==> src/core/modem_param_pkg.sv <==
// Purpose: Shared constants for the modem parameter and status bank
// Assumes: Register offsets are word indexes on the plain register port
// Notes: Timing is expressed in cycles of the 50 MHz core clock
package modem_param_pkg;
  // Register offsets
  localparam logic [11:0] OFF_PRECODING_RX = 12'h052;
  localparam logic [11:0] OFF_CRC_TYPE = 12'h0B3;
  localparam logic [11:0] OFF_RING_MIN = 12'h21E;
  localparam logic [11:0] OFF_RING_MAX = 12'h21F;
  localparam logic [11:0] OFF_SYMBOL_RATE = 12'h2E3;
  localparam logic [11:0] OFF_PRECODING_TX = 12'h2FD;
  localparam logic [11:0] OFF_TRELLIS_TX = 12'h375;
  localparam logic [11:0] OFF_JITTER_FREQ = 12'h80D;
  localparam logic [11:0] OFF_JITTER_AMPL = 12'h80E;
  localparam logic [11:0] OFF_SHAPING_RX = 12'h9F8;
  localparam logic [11:0] OFF_SHAPING_TX = 12'hA49;
  localparam logic [11:0] OFF_WARPING_RX = 12'hC00;
  localparam logic [11:0] OFF_WARPING_TX = 12'hC08;
  // Field positions
  localparam int CRC_SEL_BIT = 0;
  localparam int PRECODING_RX_BIT = 2;
  localparam int PRECODING_TX_BIT = 3;
  localparam int TRELLIS_LSB = 3;
  localparam int SHAPING_BIT = 15;
  localparam int WARPING_BIT = 10;
  // Reset values
  localparam logic [7:0] RING_MAX_RESET = 8'hA0;
  localparam logic [7:0] RING_MIN_RESET = 8'h23;
  localparam logic [7:0] RING_BYPASS = 8'h00;
  localparam logic CRC_SEL_RESET = 1'b1;
  // Aux receive state high nibble marking symbol rate valid
  localparam logic [3:0] AUX_RATE_VALID = 4'h4;
  // Ring period tick: 1/2400 s in ns, then cycles at 20 ns
  localparam int RING_TICK_NS = 416667;
  localparam int CLK_PERIOD_NS = 20;
  localparam int RING_TICK_CYCLES = RING_TICK_NS / CLK_PERIOD_NS;
endpackage

==> src/core/modem_param_status_bank.sv <==
// Purpose: Host-visible bank of modem parameters and V.34 status words
// Assumes: Estimates and negotiation results come from the modem core as inputs
// Notes: Read data stand in the cycle after the read strobe only
//
// Function
// - Longest ring period resets to A0, matching a 15 Hz ring.
// - Shortest ring period resets to 23, matching a 68 Hz ring.
// - Ring pulses count only when their period, in 2400 Hz ticks, lies between the limits.
// - A shortest-period value of zero makes the call alert follow the bell sense input.
// - Jitter estimates are given only in V.34 mode and only when the core has locked.
// - Jitter frequency word N gives N times the symbol rate over 2^16 Hz.
// - Jitter amplitude word magnitude over 90 gives degrees.
// - Transmit trellis mapping is a two-bit read-only field valid after carrier detect.
// - Bit 0 of the CRC select register picks CRC-32 at zero, CRC-16 at one, default one.
// - Read-only bits flag warping for transmit and receive.
// - Read-only bits flag transmit and receive precoding after carrier detect.
// - Bit 15 of each shaping word flags transmit and receive shaping.
// - The symbol rate code is shown once the aux receive state reaches 4X.
//
// The implementer's own choice: the address-and-strobe port.
`timescale 1ns/100ps
module modem_param_status_bank (
  // Clock and reset
  input wire logic core_clk_i,
  input wire logic srst_i,
  // Register port
  input wire logic [11:0] reg_addr_i,
  input wire logic [15:0] reg_wdata_i,
  input wire logic reg_wr_i,
  input wire logic reg_rd_i,
  output logic [15:0] reg_rdata_o,
  // Ring path
  input wire logic bell_sense_input_i,
  output logic call_alert_bit_o,
  // Modem core status
  input wire logic line_signal_detect_i,
  input wire logic [7:0] aux_rx_state_i,
  input wire logic v34_mode_i,
  input wire logic jitter_lock_i,
  input wire logic [15:0] jitter_freq_i,
  input wire logic [15:0] jitter_ampl_i,
  input wire logic [1:0] trellis_tx_i,
  input wire logic warping_tx_i,
  input wire logic warping_rx_i,
  input wire logic precoding_tx_i,
  input wire logic precoding_rx_i,
  input wire logic shaping_tx_i,
  input wire logic shaping_rx_i,
  input wire logic [2:0] symbol_rate_i,
  // Control outputs
  output logic crc16_sel_o
);

  localparam int TICK_W = 15;

  logic [7:0] ring_min_reg;
  logic [7:0] ring_max_reg;
  logic crc_sel_reg;
  logic [15:0] jfreq_reg;
  logic [15:0] jampl_reg;
  logic [1:0] trellis_reg;
  logic warp_tx_reg;
  logic warp_rx_reg;
  logic prec_tx_reg;
  logic prec_rx_reg;
  logic shape_tx_reg;
  logic shape_rx_reg;
  logic [2:0] rate_reg;
  logic [TICK_W-1:0] tick_cnt_reg;
  logic [7:0] period_reg;
  logic bell_d_reg;
  logic alert_reg;
  logic tick;
  logic rise;
  logic period_ok;
  logic [15:0] rdata_next;

  // Host-writable parameters; status locations ignore writes
  always_ff @(posedge core_clk_i) begin
    if (srst_i) begin
      ring_max_reg <= modem_param_pkg::RING_MAX_RESET;
      ring_min_reg <= modem_param_pkg::RING_MIN_RESET;
      crc_sel_reg <= modem_param_pkg::CRC_SEL_RESET;
    end else if (reg_wr_i) begin
      if (reg_addr_i == modem_param_pkg::OFF_RING_MAX) begin
        ring_max_reg <= reg_wdata_i[7:0];
      end else if (reg_addr_i == modem_param_pkg::OFF_RING_MIN) begin
        ring_min_reg <= reg_wdata_i[7:0];
      end else if (reg_addr_i == modem_param_pkg::OFF_CRC_TYPE) begin
        crc_sel_reg <= reg_wdata_i[modem_param_pkg::CRC_SEL_BIT];
      end
    end
  end

  // Jitter estimates held at zero outside V.34; in V.34 latched on lock, else held
  always_ff @(posedge core_clk_i) begin
    if (srst_i || !v34_mode_i) begin
      jfreq_reg <= 16'h0000;
      jampl_reg <= 16'h0000;
    end else if (jitter_lock_i) begin
      jfreq_reg <= jitter_freq_i;
      jampl_reg <= jitter_ampl_i;
    end
  end

  // Negotiation results captured while carrier detect holds
  always_ff @(posedge core_clk_i) begin
    if (srst_i) begin
      trellis_reg <= 2'h0;
      warp_tx_reg <= 1'b0;
      warp_rx_reg <= 1'b0;
      prec_tx_reg <= 1'b0;
      prec_rx_reg <= 1'b0;
      shape_tx_reg <= 1'b0;
      shape_rx_reg <= 1'b0;
    end else if (line_signal_detect_i) begin
      trellis_reg <= trellis_tx_i;
      warp_tx_reg <= warping_tx_i;
      warp_rx_reg <= warping_rx_i;
      prec_tx_reg <= precoding_tx_i;
      prec_rx_reg <= precoding_rx_i;
      shape_tx_reg <= shaping_tx_i;
      shape_rx_reg <= shaping_rx_i;
    end
  end

  // Symbol rate code, held from the point the aux state reaches 4X
  always_ff @(posedge core_clk_i) begin
    if (srst_i) begin
      rate_reg <= 3'h0;
    end else if (aux_rx_state_i[7:4] == modem_param_pkg::AUX_RATE_VALID) begin
      rate_reg <= symbol_rate_i;
    end
  end

  // 2400 Hz tick so periods compare directly with 2400/F limits
  assign tick = (tick_cnt_reg == TICK_W'(modem_param_pkg::RING_TICK_CYCLES - 1));

  always_ff @(posedge core_clk_i) begin
    if (srst_i || tick) begin
      tick_cnt_reg <= '0;
    end else begin
      tick_cnt_reg <= tick_cnt_reg + TICK_W'(1);
    end
  end

  // Period counter saturates, so very slow rings stay out of range
  assign rise = bell_sense_input_i && !bell_d_reg;
  assign period_ok = (period_reg >= ring_min_reg) && (period_reg <= ring_max_reg);

  always_ff @(posedge core_clk_i) begin
    if (srst_i) begin
      bell_d_reg <= 1'b0;
      period_reg <= 8'h00;
    end else begin
      bell_d_reg <= bell_sense_input_i;
      if (rise) begin
        period_reg <= 8'h00;
      end else if (tick && period_reg != 8'hFF) begin
        period_reg <= period_reg + 8'h01;
      end
    end
  end

  // Alert follows the input in bypass, else tracks qualified pulses
  always_ff @(posedge core_clk_i) begin
    if (srst_i) begin
      alert_reg <= 1'b0;
    end else if (ring_min_reg == modem_param_pkg::RING_BYPASS) begin
      alert_reg <= bell_sense_input_i;
    end else if (rise) begin
      alert_reg <= period_ok;
    end else if (tick && period_reg == ring_max_reg) begin
      alert_reg <= 1'b0; // Ring stopped: no edge within longest period
    end
  end

  // Read mux; unmapped addresses read zero
  always_comb begin
    rdata_next = 16'h0000;
    if (reg_addr_i == modem_param_pkg::OFF_RING_MAX) begin
      rdata_next = {8'h00, ring_max_reg};
    end else if (reg_addr_i == modem_param_pkg::OFF_RING_MIN) begin
      rdata_next = {8'h00, ring_min_reg};
    end else if (reg_addr_i == modem_param_pkg::OFF_CRC_TYPE) begin
      rdata_next[modem_param_pkg::CRC_SEL_BIT] = crc_sel_reg;
    end else if (reg_addr_i == modem_param_pkg::OFF_JITTER_FREQ) begin
      rdata_next = jfreq_reg;
    end else if (reg_addr_i == modem_param_pkg::OFF_JITTER_AMPL) begin
      rdata_next = jampl_reg;
    end else if (reg_addr_i == modem_param_pkg::OFF_TRELLIS_TX) begin
      rdata_next[modem_param_pkg::TRELLIS_LSB +: 2] = trellis_reg;
    end else if (reg_addr_i == modem_param_pkg::OFF_WARPING_TX) begin
      rdata_next[modem_param_pkg::WARPING_BIT] = warp_tx_reg;
    end else if (reg_addr_i == modem_param_pkg::OFF_WARPING_RX) begin
      rdata_next[modem_param_pkg::WARPING_BIT] = warp_rx_reg;
    end else if (reg_addr_i == modem_param_pkg::OFF_PRECODING_TX) begin
      rdata_next[modem_param_pkg::PRECODING_TX_BIT] = prec_tx_reg;
    end else if (reg_addr_i == modem_param_pkg::OFF_PRECODING_RX) begin
      rdata_next[modem_param_pkg::PRECODING_RX_BIT] = prec_rx_reg;
    end else if (reg_addr_i == modem_param_pkg::OFF_SHAPING_TX) begin
      rdata_next[modem_param_pkg::SHAPING_BIT] = shape_tx_reg;
    end else if (reg_addr_i == modem_param_pkg::OFF_SHAPING_RX) begin
      rdata_next[modem_param_pkg::SHAPING_BIT] = shape_rx_reg;
    end else if (reg_addr_i == modem_param_pkg::OFF_SYMBOL_RATE) begin
      rdata_next = {13'h0000, rate_reg};
    end
  end

  // Read data valid only the cycle after the strobe
  always_ff @(posedge core_clk_i) begin
    if (srst_i || !reg_rd_i) begin
      reg_rdata_o <= 16'h0000;
    end else begin
      reg_rdata_o <= rdata_next;
    end
  end

  // Registered outputs
  always_ff @(posedge core_clk_i) begin
    if (srst_i) begin
      call_alert_bit_o <= 1'b0;
      crc16_sel_o <= modem_param_pkg::CRC_SEL_RESET;
    end else begin
      call_alert_bit_o <= alert_reg;
      crc16_sel_o <= crc_sel_reg;
    end
  end

endmodule

==> config.mk <==
export PLATFORM = sky130hd
export DESIGN_NAME = modem_param_status_bank
export DESIGN_NICKNAME = d
export VERILOG_FILES = /design/src/core/modem_param_pkg.sv /design/src/core/modem_param_status_bank.sv
export SDC_FILE = /design/constraint.sdc
export NUM_CORES = 1
export LEC_CHECK = 0
export BUFFER_PORTS_ARGS = -buffer_cell sky130_fd_sc_hd__buf_2
export CELL_PAD_IN_SITES_DETAIL_PLACEMENT = 1
export CELL_PAD_IN_SITES_GLOBAL_PLACEMENT = 2
export CORE_UTILIZATION = 30
export CTS_CLUSTER_DIAMETER = 150
export DETAILED_ROUTE_END_ITERATION = 8
export PLACE_DENSITY_LB_ADDON = 0.3
export SYNTH_ARGS = -nofsm -noshare
export SYNTH_HDL_FRONTEND = slang
export SYNTH_SLANG_ARGS = --single-unit
==> constraint.sdc <==
create_clock -name core_clk_i -period 2.6 [get_ports core_clk_i]
set_input_delay 0.52 -clock core_clk_i [delete_from_list [all_inputs] [get_ports core_clk_i]]
set_output_delay 0.52 -clock core_clk_i [all_outputs]
set_load 0.005 [all_outputs]
**Word level (Yosys, flattened, before mapping)**

Cells that the tools add are included.

- $lt $le $gt $ge: 2
- Mux-type cells: 54
- Bitwise operators: 2
- Add/subtract/negate cells: 2
- Reductions and logical operators: 17
- Equal/unequal tests: 17

Operators with widths:

| operator | count |
|---|---|
| $mux W16 | 14 |
| $mux W15 | 12 |
| $eq A12 B12 Y1 const B | 6 |
| $eq A12 B10 Y1 const B | 5 |
| $mux W13 | 4 |
| $mux W10 | 2 |
| $mux W8 | 2 |
| $add A15 B1 Y15 const B | 1 |
| $eq A15 B15 Y1 const B | 1 |
| $eq A12 B7 Y1 const B | 1 |
| $eq A12 B8 Y1 const B | 1 |
| $mux W12 | 1 |
| $mux W11 | 1 |
| $mux W1 | 10 |
| $mux W5 | 2 |
| $mux W3 | 3 |
| $add A8 B1 Y8 const B | 1 |
| $eq A8 B8 Y1 | 1 |
| $ge A8 B8 Y1 | 1 |
| $le A8 B8 Y1 | 1 |
| $logic_not A8 Y1 | 1 |
| $ne A8 B8 Y1 const B | 1 |
| $mux W7 | 1 |
| $eq A4 B3 Y1 const B | 1 |
| other kinds (11) | 20 |

- Word-level logic and storage cells: 115
- Register bits: 103
- Bits of input ports: 87
- Output and inout port bits: 18

**Longest topological paths before layout**

- Word-level depth: 39
- Gate-level depth with buffers: 7
- Depth with buffers taken out: 7

**Worst setup path before layout**

OpenSTA, ideal clock, no wires.

- Path type: input port to flip-flop
- Start: in reg_addr_i[9]
- End: reg reg_rdata_o[2]
- Cell stages on the path: 5
- Arrival: 1980 ps
- Setup slack: 534 ps
- Data required time: 2514 ps
- Buffers on the path: 1
- Path through: or4_1 buf_2 nor4_4 o31ai_1 a221oi_2

- Word-level cells in the longest chain between the ends: 36
- Elaborated cells between the ends (all ways): 48
- Those cells by class: eq/ne (13); mux (35)

Ends and longest elaborated chain:

| item | line | RTL |
|---|---|---|
| from (decl) | modem_param_status_bank.sv:27 | `input wire logic [11:0] reg_addr_i,` |
| $eq A12 B10 Y1 | modem_param_status_bank.sv:205 | `end else if (reg_addr_i == modem_param_pkg::OFF_SYMBOL_RATE) begin` |
| $mux W3 | modem_param_status_bank.sv:205 |  |
| $mux W16 | modem_param_status_bank.sv:203 | `end else if (reg_addr_i == modem_param_pkg::OFF_SHAPING_RX) begin` |
| $mux W16 | modem_param_status_bank.sv:201 | `end else if (reg_addr_i == modem_param_pkg::OFF_SHAPING_TX) begin` |
| $mux W16 | modem_param_status_bank.sv:199 | `end else if (reg_addr_i == modem_param_pkg::OFF_PRECODING_RX) begin` |
| $mux W16 | modem_param_status_bank.sv:197 | `end else if (reg_addr_i == modem_param_pkg::OFF_PRECODING_TX) begin` |
| $mux W16 | modem_param_status_bank.sv:195 | `end else if (reg_addr_i == modem_param_pkg::OFF_WARPING_RX) begin` |
| $mux W16 | modem_param_status_bank.sv:193 | `end else if (reg_addr_i == modem_param_pkg::OFF_WARPING_TX) begin` |
| [... 20 more ...] | -- |  |
| $mux W10 | modem_param_status_bank.sv:195 |  |
| $mux W10 | modem_param_status_bank.sv:193 |  |
| $mux W3 | modem_param_status_bank.sv:191 | `end else if (reg_addr_i == modem_param_pkg::OFF_TRELLIS_TX) begin` |
| $mux W16 | modem_param_status_bank.sv:189 | `end else if (reg_addr_i == modem_param_pkg::OFF_JITTER_AMPL) begin` |
| $mux W16 | modem_param_status_bank.sv:187 | `end else if (reg_addr_i == modem_param_pkg::OFF_JITTER_FREQ) begin` |
| $mux W7 | modem_param_status_bank.sv:185 | `end else if (reg_addr_i == modem_param_pkg::OFF_CRC_TYPE) begin` |
| $mux W8 | modem_param_status_bank.sv:183 | `end else if (reg_addr_i == modem_param_pkg::OFF_RING_MIN) begin` |
| $mux W8 (*) | modem_param_status_bank.sv:181 | `if (reg_addr_i == modem_param_pkg::OFF_RING_MAX) begin` |
| to (signal assigned) | modem_param_status_bank.sv:215 | `reg_rdata_o <= rdata_next;` |
| to (decl) | modem_param_status_bank.sv:31 | `output logic [15:0] reg_rdata_o,` |

Every way passes the cells marked *; elsewhere a longest branch is shown, timed or not. The select of a mux whose other input is x is not followed.
A chain may end at the register's enable or synchronous reset.

**Worst setup path in the final report**

- Start: reg tick_cnt_reg[0]
- End: reg period_reg[1]

- Word-level cells in the longest chain between the ends: 2

Ends and longest elaborated chain:

| item | line | RTL |
|---|---|---|
| from (decl) | modem_param_status_bank.sv:69 | `logic [TICK_W-1:0] tick_cnt_reg;` |
| from (signal assigned) | modem_param_status_bank.sv:143 | `tick_cnt_reg <= tick_cnt_reg + TICK_W'(1);` |
| $eq A15 B15 Y1 | modem_param_status_bank.sv:137 | `assign tick = (tick_cnt_reg == TICK_W'(modem_param_pkg::RING_TICK_CYCLES - 1));` |
| $logic_and A1 B1 Y1 | modem_param_status_bank.sv:159 | `end else if (tick && period_reg != 8'hFF) begin` |
| to (signal assigned) | modem_param_status_bank.sv:160 | `period_reg <= period_reg + 8'h01;` |
| to (decl) | modem_param_status_bank.sv:70 | `logic [7:0] period_reg;` |

Every way passes these cells.

==> run metrics <==
DR vias/cell 4.96; Clock Latency Late Sink roughly 0.36 ns; drt pass-1 iters 4; CTS-repair resized insts 0; slowest stage delay, CP ~0.55 ns; WP data arrival 2.39 ns; Max Cap Viol 0; clk sinks 103; final period utilization 83.0%; Slowest cell on crit path a31oi_1; Mean Syn Cell Area approximately 9.1 sq um; H-tree levels 3; mux cell area share after synthesis under 10%; Remaining DRCs 0; Synth Area in Compound Gates between 10% and 20%; Commonest cells post-synth dfxtp_1, nor2_1, mux2i_1, nand3_1, nand2_1; fin cells about 830; Die H 128 um; unrepaired setup endpoints after global routing false; Synth Area in Adders under 10%; post-synth cell types 58; Root Driver clkbuf_16; largest net degree at the start of global routing 33; Worst-path clk slew ~0.080 ns; Die Wd between 100 and 150 um; Seq/Total Area, Yosys a little over two fifths; YS warnings 0; CP Max Fanout 7; fin nets 722; largest family of logic cells by synthesized area simple AND/OR/NAND/NOR gates; FFs w/ async S/R, synth 0%; Mapped Cells 526; final setup vio count 0; VDD IR max between 0.3 and 0.4 mV; placed cell areas 0.00551 sq mm; Worst Skew 0.00830 ns; Pwr Density 562 mW/mm^2; initial antenna violation count 0; Tmin final 2.16 ns; count of flip-flops with a built-in enable after synthesis 0; status completed; Area Overhead vs Synth 21.5%; leading area contributor after synthesis dfxtp_1; Inserted Diodes 0; wire length per cell 16.0 um; pre-CTS setup slack 0.139 ns; post-CTS setup buffer count 0; Least-Margin Pin Slew between 0.8 and 0.9 ns; I/O Buffers 92; crit path capture type flop; Min Hold Slack 0.397 ns; slew margin rel. 43.7%; GP Congestion 0.771; vias in the first global route 4333; crit path buf inv count 1; Std-Cell Rows 45; GRT Total Usage approximately 17%; simple-gate share of the synthesized area a little under a quarter; Syn Nets around 630; global-route wire length before repair around 22000 um; gr ovfl total 0; count leader, synth dfxtp_1; Final ANT Viol Nets 0; setup_tns 0 ns; vias 4128; HP Class input pin to flop; placed cell count ~800; WP data required 2.83 ns; Peak Freq 0.463 GHz; Synth Cell Area 0.00479 sq mm; Overall Power 3.27 mW; CP Cell Sequence inv_1, ha_1, nor4bb_1, nand4_1, a31oi_1, mux2i_1, nor2_1; Slew Viols, Final 0; XOR/XNOR Fraction of Synth Area 3.29%; WL final between 10000 and 15000 um; Clock Tree Buf Depth 2; Pleak 2.38 nW; CTS tree yes; critical path's top delay family simple AND/OR/NAND/NOR gates; DR iter-0 viols roughly 120; post-synth top area share a little over two fifths; critical path type flop to flop; Final Cell Area about 0.0058 sq mm; CTS buffer count 9; Die Footprint around 0.016 sq mm; Top Ports 105; Final Util 37.9%; Yosys reg bits 103; layout cells sized above 1 21.9%; crit start category flop; core box area 0.0154 sq mm; Hold Buf Count CTS 0; Area contributors post-synth dfxtp_1, mux2i_1, nor2_1, ha_1, nand3_1; hpwl dp 10200 um; Hold Fails Final Rpt 0; Synth Flop Type dfxtp_1; Worst Slack Setup Final 0.441 ns; Starting Density 31.2%
[kinds of logic (layout without fill, tap and decap cells)]
logic type,Yosys count,after routing
simple gates,216,216
flops,103,103
compound gates,74,74
buf+inv,49,144
mux,47,47
fa+ha+maj,19,19
xor+xnor,18,18
[final timing paths]
| check | from | to | depth (start not counted) | slack (ns) |
|---|---|---|---|---|
| max reg2reg | tick_cnt_reg[0]$_SDFF_PP0_ | period_reg[1]$_SDFFE_PP0P_ | 7 | 0.44 |
| max | tick_cnt_reg[0]$_SDFF_PP0_ | period_reg[1]$_SDFFE_PP0P_ | 7 | 0.44 |
| min reg2reg | ring_max_reg[1]$_SDFFE_PP0P_ | ring_max_reg[1]$_SDFFE_PP0P_ | 2 | 0.46 |
| min | jitter_freq_i[14] | jfreq_reg[14]$_SDFFE_PP0P_ | 3 | 0.40 |
[layout make-up]
| type | instances | area, sq um |
|---|---|---|
| inverter | 23 | 86.3 |
| sequential | 103 | 2060 |
| clock inverter | 7 | 86.3 |
| clock buffer | 9 | 225 |
| tap | 211 | 264 |
| multi-input combinational | 374 | 2530 |
| fill | 1834 | 9550 |
| timing repair buffer | 105 | 571 |
[power breakdown]
part	total, mW	internal, mW	switching (mW)
logic	0.224	0.100	0.123
clock network	1.43	0.768	0.658
registers	1.62	1.61	0.0192
total	3.27	2.47	0.800
[worst reg2reg max path, cell delays in order (launching register included)]
cell	delay, ns
dfxtp_1	0.36
inv_1	0.07
ha_1	0.13
nor4bb_1	0.24
nand4_1	0.40
a31oi_1	0.55
mux2i_1	0.25
nor2_1	0.05
[layer usage]
layer / track usage (%) / share of wire [%] / vias up
met4: 4.64 / 0.61 / 0
met2: 29.6 / 48 / 88
met3: 4.66 / 5.7 / 6
met5: 0 / 0 / -
li1: - / - / 2035
met1: 20.5 / 45 / 1999
[placed cells by master, fill, tap and decap left out, types with 2 or more instances in the layout]
master / n
nand2_1: 29
nor4_4: 3
nor2_1: 83
nor4b_1: 3
nor2b_1: 5
nand3b_1: 4
nand2b_1: 14
mux2i_1: 47
or3b_2: 2
and2_1: 3
a221oi_1: 4
clkbuf_16: 9
nand4_1: 8
inv_1: 23
and3_1: 5
nor3_1: 5
or3_1: 2
buf_4: 12
a222oi_1: 3
xnor2_1: 9
xor2_1: 9
a311oi_1: 2
a211oi_1: 2
or2_2: 2
a22oi_1: 9
nand3_1: 30
a21oi_1: 25
dfxtp_1: 103
a221oi_2: 3
buf_2: 92
nor4bb_1: 3
nor4_1: 8
a2111oi_0: 3
o2111ai_1: 2
o21ai_0: 8
ha_1: 19
inv_6: 4
Note: power is estimated with default switching activity, not from simulation.
